<file path="config.mk">
export PLATFORM = sky130hd
export DESIGN_NAME = smc_stop_ctrl
export DESIGN_NICKNAME = d
export VERILOG_FILES = /design/src/smc_pkg.sv /design/src/smc_stop_ctrl.sv
export SDC_FILE = /design/constraint.sdc
export NUM_CORES = 1
export LEC_CHECK = 0
export ABC_AREA = 0
export BUFFER_PORTS_ARGS = -buffer_cell sky130_fd_sc_hd__buf_2
export CORE_MARGIN = 2
export CORE_UTILIZATION = 46
export DETAILED_ROUTE_END_ITERATION = 6
export MAX_ROUTING_LAYER = met4
export PLACE_DENSITY = 0.8
export SYNTH_ARGS = -nofsm -noshare
export SYNTH_HDL_FRONTEND = slang
export SYNTH_SLANG_ARGS = --single-unit
</file>
<file path="constraint.sdc">
create_clock -name clk_sys -period 1.7 [get_ports clk_sys]
set_clock_uncertainty 0.15 [all_clocks]
set_input_delay 0.085 -clock clk_sys [delete_from_list [all_inputs] [get_ports clk_sys]]
set_output_delay 0.085 -clock clk_sys [all_outputs]
set_load 0.01 [all_outputs]
</file>
<file path="src/smc_pkg.sv">
// Shared constants for the stop-mode controller.
package smc_pkg;
  // Register byte offsets.
  localparam logic [3:0] SMC_OFS_CTRL = 4'h0;
  localparam logic [3:0] SMC_OFS_STAT = 4'h4;
  // Control register field positions.
  localparam int SMC_CTL_STOP_ALLOW = 0;
  localparam int SMC_CTL_PPD_SEL = 1;
  localparam int SMC_CTL_DBG_EN = 2;
  localparam int SMC_CTL_LVD_EN = 3;
  localparam int SMC_CTL_LVD_STOP = 4;
  localparam int SMC_CTL_OSC_STOP = 5;
  localparam int SMC_CTL_ADC_ACLK = 6;
  localparam int SMC_CTL_PD_ACK = 7;
  localparam logic [6:0] SMC_CTL_RESET = 7'h00;
  // Status register field positions.
  localparam int SMC_STA_PD_FLAG = 0;
  localparam int SMC_STA_MODE_LO = 1;
  localparam int SMC_STA_BKGD = 3;
  localparam int SMC_STA_LATCH = 4;
  // Length of the system reset pulse after a stop2 or pin wake.
  localparam int SMC_WAKE_RST_CYC = 4;
  typedef enum logic [1:0] {SMC_RUN, SMC_STOP3, SMC_STOP2, SMC_BKGD} smc_state_t;
endpackage

</file>
<file path="src/smc_stop_ctrl.sv">
// Stop-mode controller: mode choice, clock and power gating, wake and debug handling.
//
// Behaviour
// - debug enabled at stop entry keeps debug logic clocks running.
// - debug enabled at stop entry keeps regulator in full regulation.
// - stop2 request with debug enabled enters stop3 instead.
// - status-type debug memory accesses in stop are refused with error.
// - background command in stop wakes into background mode when debug enabled.
// - background mode entered from stop accepts every debug command.
// - low-voltage detect plus in-stop enable keep regulator active in stop.
// - stop2 request with low-voltage detect in stop enters stop3.
// - any stop mode halts all peripheral clocks, debug enabled or not.
// - stop2 latches pins on the entry edge; stop3 leaves pins held by logic.
// - stop3 retains RAM and all register contents.
// - stop2 wake resets registers, keeps RAM, holds pins until acknowledge.
// - stop3 puts clock generator in standby unless debug enabled; oscillator runs if enabled.
// - stop2 powers clock generator off, oscillator stops, reset on wake.
// - converter standby in stop2, and in stop3 unless async clock; stop2 wake resets it.
// - keypad unit wakes from stop3; disabled in stop2 and reset after.
// - timer and serial units halt in stop; reset after stop2 wake.
// - regulator standby in stop unless low-voltage-in-stop or debug enabled.
// - stop with stop disallowed forces illegal-opcode reset, no stop entry.
// - mode select bit one picks stop2, zero picks stop3.
// - stop2 wake sets power-down flag; writing acknowledge one clears and opens.
// - stop3 exits on reset pin or periodic, voltage, converter, pin, keypad, serial interrupt.
//
// The implementer's own choices: register access over Wishbone and the register addresses.
`timescale 1ns/100ps
`default_nettype none
module smc_stop_ctrl
  import smc_pkg::*;
#(
  parameter int ADR_W = 4
) (
  // Clock and reset.
  input wire logic clk_sys,
  input wire logic rst_b,
  // Wishbone slave.
  input wire logic wb_cyc_i,
  input wire logic wb_stb_i,
  input wire logic wb_we_i,
  input wire logic [ADR_W-1:0] wb_adr_i,
  input wire logic [3:0] wb_sel_i,
  input wire logic [31:0] wb_dat_i,
  output logic [31:0] wb_dat_o,
  output logic wb_ack_o,
  // CPU side.
  input wire logic stopExec,
  output logic cpuRun_q,
  output logic illegalOpReset_q,
  output logic wakeIrq_q,
  output logic sysReset_q,
  // Wake sources.
  input wire logic resetPinWake,
  input wire logic periodicWakeIrq,
  input wire logic lowvoltIrq,
  input wire logic converterIrq,
  input wire logic extPinIrq,
  input wire logic keypadIrq,
  input wire logic asyncSerialIrq,
  // Debug side.
  input wire logic dbgBackgroundCmd,
  input wire logic dbgStatusAccess,
  input wire logic dbgGoCmd,
  output logic dbgClkEn_q,
  output logic dbgAllCmdsEn_q,
  output logic dbgMemGrant_q,
  output logic dbgStatusErr_q,
  // Power and peripheral controls.
  output logic periphClkEn_q,
  output logic regulatorStandby_q,
  output logic clkGenStandby_q,
  output logic clkGenOff_q,
  output logic oscRun_q,
  output logic converterStandby_q,
  output logic keypadWakeEn_q,
  output logic pinLatch_q
);

  initial begin
    if (ADR_W < 4) begin
      $error("ADR_W must be at least 4");
    end
  end

  localparam int RST_W = $clog2(SMC_WAKE_RST_CYC + 1);
  localparam logic [RST_W-1:0] RST_LOAD = RST_W'(SMC_WAKE_RST_CYC);

  logic rstMeta_q;
  logic rstSync_q;
  logic [6:0] ctrl_q;
  logic pdFlag_q;
  logic dbgAtStop_q;
  logic lvdAtStop_q;
  logic oscAtStop_q;
  logic adcAtStop_q;
  logic [RST_W-1:0] rstCnt_q;
  logic [RST_W-1:0] rstCnt_d;
  smc_state_t state_q;
  smc_state_t state_d;
  logic busReq;
  logic ctrlWr;
  logic ackWr;
  logic stop2Wake;
  logic stop3Wake;
  logic bkgdWake;
  logic lvdStop;
  logic enterStop2;
  logic illegalStop;
  logic [7:0] statVal;
  logic stopEntry;
  logic awakeNext;

  // Reset release through two flip-flops.
  always_ff @(posedge clk_sys or negedge rst_b) begin
    if (!rst_b) begin
      rstMeta_q <= 1'b0;
      rstSync_q <= 1'b0;
    end else begin
      rstMeta_q <= 1'b1;
      rstSync_q <= rstMeta_q;
    end
  end

  assign busReq = wb_cyc_i && wb_stb_i && !wb_ack_o;
  assign ctrlWr = busReq && wb_we_i && wb_sel_i[0] && (wb_adr_i[3:0] == SMC_OFS_CTRL);
  assign ackWr = ctrlWr && wb_dat_i[SMC_CTL_PD_ACK];
  assign lvdStop = ctrl_q[SMC_CTL_LVD_EN] && ctrl_q[SMC_CTL_LVD_STOP];
  assign illegalStop = stopExec && (state_q == SMC_RUN) && !ctrl_q[SMC_CTL_STOP_ALLOW];
  // mode select, debug override, voltage override
  assign enterStop2 = ctrl_q[SMC_CTL_PPD_SEL] && !ctrl_q[SMC_CTL_DBG_EN] && !lvdStop;
  // stop3 wake sources, keypad wakes stop3
  assign stop3Wake = resetPinWake || periodicWakeIrq || lowvoltIrq || converterIrq
                     || extPinIrq || keypadIrq || asyncSerialIrq;
  assign stop2Wake = resetPinWake || periodicWakeIrq || extPinIrq;
  assign bkgdWake = dbgBackgroundCmd && dbgAtStop_q;
  assign stopEntry = (state_q == SMC_RUN) && (state_d != SMC_RUN);
  assign awakeNext = (state_d == SMC_RUN) || (state_d == SMC_BKGD);

  // Status word placed by the package field positions.
  always_comb begin
    statVal = 8'h00;
    statVal[SMC_STA_PD_FLAG] = pdFlag_q;
    statVal[SMC_STA_MODE_LO] = (state_q == SMC_STOP3);
    statVal[SMC_STA_MODE_LO + 1] = (state_q == SMC_STOP2);
    statVal[SMC_STA_BKGD] = (state_q == SMC_BKGD);
    statVal[SMC_STA_LATCH] = pinLatch_q;
  end

  // single priority decision on the state
  always_comb begin
    state_d = state_q;
    case (state_q)
      SMC_RUN: begin
        if (stopExec && ctrl_q[SMC_CTL_STOP_ALLOW]) begin
          state_d = enterStop2 ? SMC_STOP2 : SMC_STOP3;
        end
      end
      SMC_STOP3: begin
        if (resetPinWake || stop3Wake) begin
          state_d = SMC_RUN;
        end else if (bkgdWake) begin
          state_d = SMC_BKGD;
        end
      end
      SMC_STOP2: begin
        if (stop2Wake) begin
          state_d = SMC_RUN;
        end
      end
      SMC_BKGD: begin
        if (dbgGoCmd) begin
          state_d = SMC_RUN;
        end
      end
      default: state_d = SMC_RUN;
    endcase
  end

  always_ff @(posedge clk_sys or negedge rstSync_q) begin
    if (!rstSync_q) begin
      state_q <= SMC_RUN;
    end else begin
      state_q <= state_d;
    end
  end

  always_ff @(posedge clk_sys or negedge rstSync_q) begin
    if (!rstSync_q) begin
      dbgAtStop_q <= 1'b0;
      lvdAtStop_q <= 1'b0;
      oscAtStop_q <= 1'b0;
      adcAtStop_q <= 1'b0;
    end else if (stopExec && state_q == SMC_RUN) begin
      dbgAtStop_q <= ctrl_q[SMC_CTL_DBG_EN];
      lvdAtStop_q <= lvdStop;
      oscAtStop_q <= ctrl_q[SMC_CTL_OSC_STOP];
      adcAtStop_q <= ctrl_q[SMC_CTL_ADC_ACLK];
    end
  end

  // Control register; a system reset pulse returns it to defaults.
  always_ff @(posedge clk_sys or negedge rstSync_q) begin
    if (!rstSync_q) begin
      ctrl_q <= SMC_CTL_RESET;
    end else if (sysReset_q) begin
      ctrl_q <= SMC_CTL_RESET;
    end else if (ctrlWr) begin
      ctrl_q <= wb_dat_i[6:0];
    end
  end

  // The flag survives the wake reset; a wake that meets an acknowledge wins.
  always_ff @(posedge clk_sys or negedge rstSync_q) begin
    if (!rstSync_q) begin
      pdFlag_q <= 1'b0;
    end else if (state_q == SMC_STOP2 && stop2Wake) begin
      pdFlag_q <= 1'b1;
    end else if (ackWr) begin
      pdFlag_q <= 1'b0;
    end
  end

  // pin latch closes on stop2 entry, opens on acknowledge
  always_ff @(posedge clk_sys or negedge rstSync_q) begin
    if (!rstSync_q) begin
      pinLatch_q <= 1'b0;
    end else if (state_d == SMC_STOP2) begin
      pinLatch_q <= 1'b1;
    end else if (ackWr) begin
      pinLatch_q <= 1'b0;
    end
  end

  // wake reset pulse, peripheral reset, converter reset
  always_comb begin
    rstCnt_d = rstCnt_q;
    if ((state_q == SMC_STOP2 && stop2Wake) || (state_q == SMC_STOP3 && resetPinWake)) begin
      rstCnt_d = RST_LOAD;
    end else if (rstCnt_q != '0) begin
      rstCnt_d = rstCnt_q - RST_W'(1);
    end
  end

  always_ff @(posedge clk_sys or negedge rstSync_q) begin
    if (!rstSync_q) begin
      rstCnt_q <= '0;
      sysReset_q <= 1'b0;
    end else begin
      rstCnt_q <= rstCnt_d;
      sysReset_q <= (rstCnt_d != '0);
    end
  end

  // CPU events.
  always_ff @(posedge clk_sys or negedge rstSync_q) begin
    if (!rstSync_q) begin
      cpuRun_q <= 1'b1;
      illegalOpReset_q <= 1'b0;
      wakeIrq_q <= 1'b0;
    end else begin
      cpuRun_q <= (state_d == SMC_RUN);
      illegalOpReset_q <= illegalStop;
      // stop3 interrupt wake resumes with state kept
      wakeIrq_q <= (state_q == SMC_STOP3) && stop3Wake && !resetPinWake;
    end
  end

  // Debug command handling.
  always_ff @(posedge clk_sys or negedge rstSync_q) begin
    if (!rstSync_q) begin
      dbgClkEn_q <= 1'b1;
      dbgAllCmdsEn_q <= 1'b0;
      dbgMemGrant_q <= 1'b0;
      dbgStatusErr_q <= 1'b0;
    end else begin
      dbgClkEn_q <= (state_d == SMC_RUN) || (state_d == SMC_BKGD)
                    || (state_d == SMC_STOP3 && dbgAtStop_q)
                    || (state_q == SMC_RUN && ctrl_q[SMC_CTL_DBG_EN]);
      // full command set in background mode
      dbgAllCmdsEn_q <= (state_d == SMC_BKGD);
      dbgStatusErr_q <= dbgStatusAccess && (state_q == SMC_STOP3 || state_q == SMC_STOP2);
      dbgMemGrant_q <= dbgStatusAccess && (state_q == SMC_RUN || state_q == SMC_BKGD);
    end
  end

  // Power, clock and peripheral controls follow the next state.
  // peripheral clocks halt
  always_ff @(posedge clk_sys or negedge rstSync_q) begin
    if (!rstSync_q) begin
      periphClkEn_q <= 1'b1;
    end else begin
      periphClkEn_q <= awakeNext;
    end
  end

  always_ff @(posedge clk_sys or negedge rstSync_q) begin
    if (!rstSync_q) begin
      regulatorStandby_q <= 1'b0;
    end else if (stopEntry) begin
      regulatorStandby_q <= !ctrl_q[SMC_CTL_DBG_EN] && !lvdStop;
    end else if (awakeNext) begin
      regulatorStandby_q <= 1'b0;
    end else begin
      regulatorStandby_q <= !dbgAtStop_q && !lvdAtStop_q;
    end
  end

  // clock generator standby in stop3 unless debug enabled, off in stop2
  always_ff @(posedge clk_sys or negedge rstSync_q) begin
    if (!rstSync_q) begin
      clkGenStandby_q <= 1'b0;
      clkGenOff_q <= 1'b0;
    end else if (stopEntry) begin
      clkGenStandby_q <= !enterStop2 && !ctrl_q[SMC_CTL_DBG_EN];
      clkGenOff_q <= enterStop2;
    end else if (awakeNext) begin
      clkGenStandby_q <= 1'b0;
      clkGenOff_q <= 1'b0;
    end
  end

  // oscillator kept only if enabled or debug enabled, never in stop2
  always_ff @(posedge clk_sys or negedge rstSync_q) begin
    if (!rstSync_q) begin
      oscRun_q <= 1'b1;
    end else if (stopEntry) begin
      oscRun_q <= !enterStop2 && (ctrl_q[SMC_CTL_OSC_STOP] || ctrl_q[SMC_CTL_DBG_EN]);
    end else if (awakeNext) begin
      oscRun_q <= 1'b1;
    end else begin
      oscRun_q <= (state_q == SMC_STOP3) && (oscAtStop_q || dbgAtStop_q);
    end
  end

  always_ff @(posedge clk_sys or negedge rstSync_q) begin
    if (!rstSync_q) begin
      converterStandby_q <= 1'b0;
    end else if (stopEntry) begin
      converterStandby_q <= enterStop2 || !ctrl_q[SMC_CTL_ADC_ACLK];
    end else if (awakeNext) begin
      converterStandby_q <= 1'b0;
    end else begin
      converterStandby_q <= (state_q == SMC_STOP2) || !adcAtStop_q;
    end
  end

  always_ff @(posedge clk_sys or negedge rstSync_q) begin
    if (!rstSync_q) begin
      keypadWakeEn_q <= 1'b0;
    end else if (stopEntry) begin
      keypadWakeEn_q <= !enterStop2;
    end else if (awakeNext) begin
      keypadWakeEn_q <= 1'b0;
    end
  end

  // Bus answer one cycle after the request; unmapped reads give zero.
  always_ff @(posedge clk_sys or negedge rstSync_q) begin
    if (!rstSync_q) begin
      wb_ack_o <= 1'b0;
      wb_dat_o <= 32'h0000_0000;
    end else begin
      wb_ack_o <= busReq;
      if (busReq && !wb_we_i) begin
        case (wb_adr_i[3:0])
          SMC_OFS_CTRL: wb_dat_o <= {25'h0, ctrl_q};
          SMC_OFS_STAT: wb_dat_o <= {24'h0, statVal};
          default: wb_dat_o <= 32'h0000_0000;
        endcase
      end
    end
  end

endmodule
`default_nettype wire

</file>
# After elaboration in Yosys (flattened, before gate mapping)
# Cells that the tools add are included.
totals:
  wordCells: 128
  out_inout_bits: 49
  inputBits: 56
  regBits: 68
classes:
  addsub: 1
  n_eq_ne: 7
  n_mux: 25
  reduce_logical: 67
ops:
  columns: ["cell", "count"]
  rows:
  - ["$logic_and 1x1->1", 28]
  - ["$logic_or 1x1->1", 18]
  - ["$mux 7", 2]
  - ["$pmux 7 s2", 1]
  - ["$mux 1", 13]
  - ["$mux 2", 6]
  - ["$logic_not 1->1", 11]
  - ["$reduce_bool 2->1", 5]
  - ["$eq 2x2->1 const B", 4]
  - ["$pmux 2 s4", 1]
  - ["$mux 3", 2]
  - ["$reduce_bool 3->1", 2]
  - ["$eq 2x1->1 const B", 2]
  - ["$eq 4x3->1 const B", 1]
  - ["$logic_not 2->1", 2]
  - ["$logic_not 4->1", 1]
  - ["$sub 3x1->3 const B", 1]

# Depth between registers and ports, before layout
logic_depth:
  ltp_word: 13
  depth_mapped: 7

# Worst setup path before layout
# No wires, ideal clock.
synth_timing:
  kind: "reg2reg"
  start: "register state_q[0]"
  end: "register oscRun_q"
  arrival_ns: 1.905
  n_path_buf: 0
  setup_time_ns: 0.088
  stages_incl_launch_ff: 7
  required_time_ns: 1.462
  slack_ns: -0.443
  period_less_slack_ns: 2.143
  cell_sequence: "dfrtp_1 ha_1 and2b_2 a2111oi_4 o41a_2 nor2_1 or3_1"
synth_via:
  elab_chain_len: 7
synth_lines:
  columns: ["item", "line", "rtl"]
  rows:
  - ["from (decl)", "smc_stop_ctrl.sv:99", "smc_state_t state_q;"]
  - ["from (signal assigned)", "smc_stop_ctrl.sv:184", "state_q <= state_d;"]
  - ["$mux 2", "smc_stop_ctrl.sv:162", "end else if (bkgdWake) begin"]
  - ["$mux 2", "smc_stop_ctrl.sv:160", "if (resetPinWake || stop3Wake) begin"]
  - ["$pmux 2 s4", "smc_stop_ctrl.sv:153", "case (state_q)"]
  - ["$eq 2x2->1 or $logic_not 2->1 (tied branches)", "smc_stop_ctrl.sv:138", "assign awakeNext = (state_d == SMC_RUN) || (state_d == SMC_BKGD);"]
  - ["$logic_or 1x1->1", "smc_stop_ctrl.sv:138", null]
  - ["$mux 1", "smc_stop_ctrl.sv:329", "end else if (awakeNext) begin"]
  - ["$mux 1 (*)", "smc_stop_ctrl.sv:327", "end else if (stopEntry) begin"]
  - ["to (signal assigned)", "smc_stop_ctrl.sv:328", "oscRun_q <= !enterStop2 && (ctrl_q[SMC_CTL_OSC_STOP] || ctrl_q[SMC_CTL_DBG_EN]);"]
  - ["to (signal assigned)", "smc_stop_ctrl.sv:332", "oscRun_q <= (state_q == SMC_STOP3) && (oscAtStop_q || dbgAtStop_q);"]
  - ["to (decl)", "smc_stop_ctrl.sv:74", "output logic oscRun_q,"]
# Mark *: on every way between the ends. The rest lies on a longest branch, timed or not.
# A chain may end at the register's enable or synchronous reset.

# Worst setup path in the final report
layout_timing:
  start: "register state_q[1]"
  end: "register oscRun_q"
# Same word-level chain as after synthesis.

==> summary.md <==
| Metric | Value |
|---|---|
| Syn Inst Count | 199 |
| HPWL Detailed | 3.385 mm |
| CTS sink count | 43 |
| Worst setup EP type | register |
| Setup ws final | -0.3443 ns |
| CTS tree | done |
| Pwr Density | 745.8 nW/um2 |
| Synth Cell Area | 2197 um2 |
| Crit-path max FO | 6 |
| Starting Density | 47.14% |
| Min-Delay Path Class | input port to register |
| # setup viols final | 13 |
| Share of the synthesized area in the top cell type | 44.42% |
| Syn-to-layout area delta | 40.72% |
| IO Port Bufs | 52 |
| Most frequent cells in the layout | buf_2 (52), dfrtp_1 (39), buf_4 (39), conb_1 (26), dlygate4sd3_1 (15) |
| Max_cap viols | 0 |
| ANT cells | 0 |
| Share of cells above drive strength 1 | 45.16% |
| DRT iter0 DRCs | 149 |
| Clock buffer depth | 2 |
| Leakage dissipation | 1.535 nW |
| Clock Latency Late Sink | 0.30 ns |
| Slew Limit Headroom | 65.99% |
| Die area | 5345 um2 |
| Gr usage total | 19.20% |
| CTS H-tree depth | 2 |
| Core area | 4661 um2 |
| Register area share after synthesis | 49.20% |
| DR vias/cell | 4.843 |
| TritonRoute pass-1 iters | 4 |
| Nets@finish | 373 |
| Status | finished, violations left |
| VDD IR max | 0.0004469 V |
| Fin. max-slew vios | 0 |
| Ranking of synthesized cells by area | dfrtp_1 (44%), buf_4 (8.5%), mux2i_1 (5.9%), dfstp_2 (4.8%), ha_1 (4.6%) |
| Final GP Congestion | 0.9250 |
| Worst EP arrival | 2.12 ns |
| Synth warn | 0 |
| CTS Buf Count | 5 |
| CTS root buf | clkbuf_8 |
| Critical Path RT | 1.77 ns |
| Vias in the first global route | 1621 |
| Initial antenna violation count | 0 |
| WL final | 5.000 mm |
| Final hold viol count | 0 |
| First-pass GRT wire length | 7.493 mm |
| Startpoint types | register |
| EDFF count, synth | 0 |
| Yosys reg bits | 43 |
| F_max | 489.2 MHz |
| Die Y | 73.11 um |
| Syn Area/Cell | 11.04 um2 |
| Congestion Overflow GR | 0 |
| RSZ-0062 raised after global routing | yes |
| Routed Antenna Nets | 0 |
| Largest net degree at the start of global routing | 42 |
| Worst Tran Pin Value | 0.5102 ns |
| FP Rows | 25 |
| Final hold slack | 0.02864 ns |
| Ys flop type | dfrtp_1 |
| Num ports | 105 |
| Crit path time final | 2.044 ns |
| Vias | 1763 |
| Synth cell types | 40 |
| Routed wire per std cell | 13.74 um |
| Most common cell after layout, fill and taps aside | buf_2 |
| Area leader, netlist | dfrtp_1 |
| Die W | 73.11 um |
| Share of the clock period used by the worst path | 120.3% |
| Power Total | 0.002306 W |
| Final setup TNS | -2.914 ns |
| Async set or reset register ratio after synthesis | 100.0% |
| CP Class | register to register |
| Failing checks | setup timing |
| Post-route DRC violation count | 0 |
| Clock transition at the registers of the reported paths | 0.08 ns |
flip-flops by register name, summed over array words and instances (netlist names), 2 cells and up:
register,cells
ctrl_q,7
rstCnt_q,3
state_q,2
wb_dat_o,7
cell families after synthesis:
| kind of cell | after synthesis | share of synthesized area, % |
|---|---|---|
| and+or+nand+nor | 62 | 15.77 |
| DFF | 43 | 49.20 |
| buffers and inverters | 38 | 11.05 |
| AOI/OAI and AO/OA | 28 | 10.82 |
| muxes | 16 | 7.460 |
| adders and majority gates | 8 | 4.556 |
| other | 2 | 0.3418 |
| xor gates and xnor gates | 2 | 0.7974 |
power breakdown:
part	internal (W)	switching, W	total (W)	leakage [nW]
Sequential	0.00109	0.0000451	0.00113	0.568
Clock	0.000328	0.000355	0.000683	0.0482
Combinational	0.000243	0.000249	0.000492	0.918
Total	0.00166	0.000649	0.00231	1.53
synth_stat cells (all sizes together) (5+ instances only):
library cell  number
dfrtp             39
nor2              14
buf               25
o21ai              5
inv                9
ha                 8
mux2i             13
nor3               6
o31ai              6
nand2             17
path summary, 6_finish.rpt:
| check | end | depth (start not counted) | slack (ns) | start |
|---|---|---|---|---|
| setup reg to reg | oscRun_q | 6 | -0.34 | state_q[1] |
| hold reg to reg | ctrl_q[1] | 1 | 0.18 | rstSync_q |
| hold / removal | pdFlag_q | 3 | 0.03 | extPinIrq |
| min in group asynchronous | ctrl_q[1] | 1 | 0.18 | rstSync_q |
| max in group asynchronous | rstSync_q | 3 | 0.81 | rst_b |
| setup / recovery | oscRun_q | 6 | -0.34 | state_q[1] |
cell type report:
class / count / area [um2]
well taps: 54 / 67.56
clock inverters: 1 / 5.005
inverters: 9 / 33.78
multi-input cells: 142 / 1092
repair buffers: 108 / 725.7
flip-flops and latches: 43 / 1081
clock buffers: 7 / 86.33
fillers: 354 / 1569
layer usage:
layer | global-route usage, % | up-vias | share of wire (%)
met5 | - | - | 0
li1 | - | 850 | -
met2 | 31.93 | 57 | 50
met1 | 23.86 | 845 | 43
met4 | 4.527 | 0 | 2.2
met3 | 4.282 | 11 | 5.1
stage by stage:
stage / area (um2) / utilization (%) / std cells / worst slack (ns)
CTS: 3024 / 64.89 / 362 / -0.3164
finish: 3092 / 66.34 / 364 / -0.3443
floorplan: 2302 / - / 223 / -0.2612
detailed placement: 2646 / 56.78 / 330 / -0.3920
global placement: 2646 / 56.78 / 330 / -0.3061
global route: 3092 / 66.34 / 364 / -0.4161
repair_timing:
action | 4_1_cts | 5_1_grt
pin swaps | 3 | 4
resized for setup | 13 | 13
setup buffers | 9 | 3
endpoints found under the hold margin | 15 | 0
hold buffers | 15 | 0
endpoints found under the setup margin | 17 | 21
worst max-delay path: stages, from the launching register on:
cell     delay (ns)
dfrtp_1        0.41
ha_2           0.19
and2b_2        0.23
nor3_2         0.38
o41a_4         0.25
nor2_4         0.04
or3_1          0.31
No activity file was read; power rests on OpenSTA's default activity.
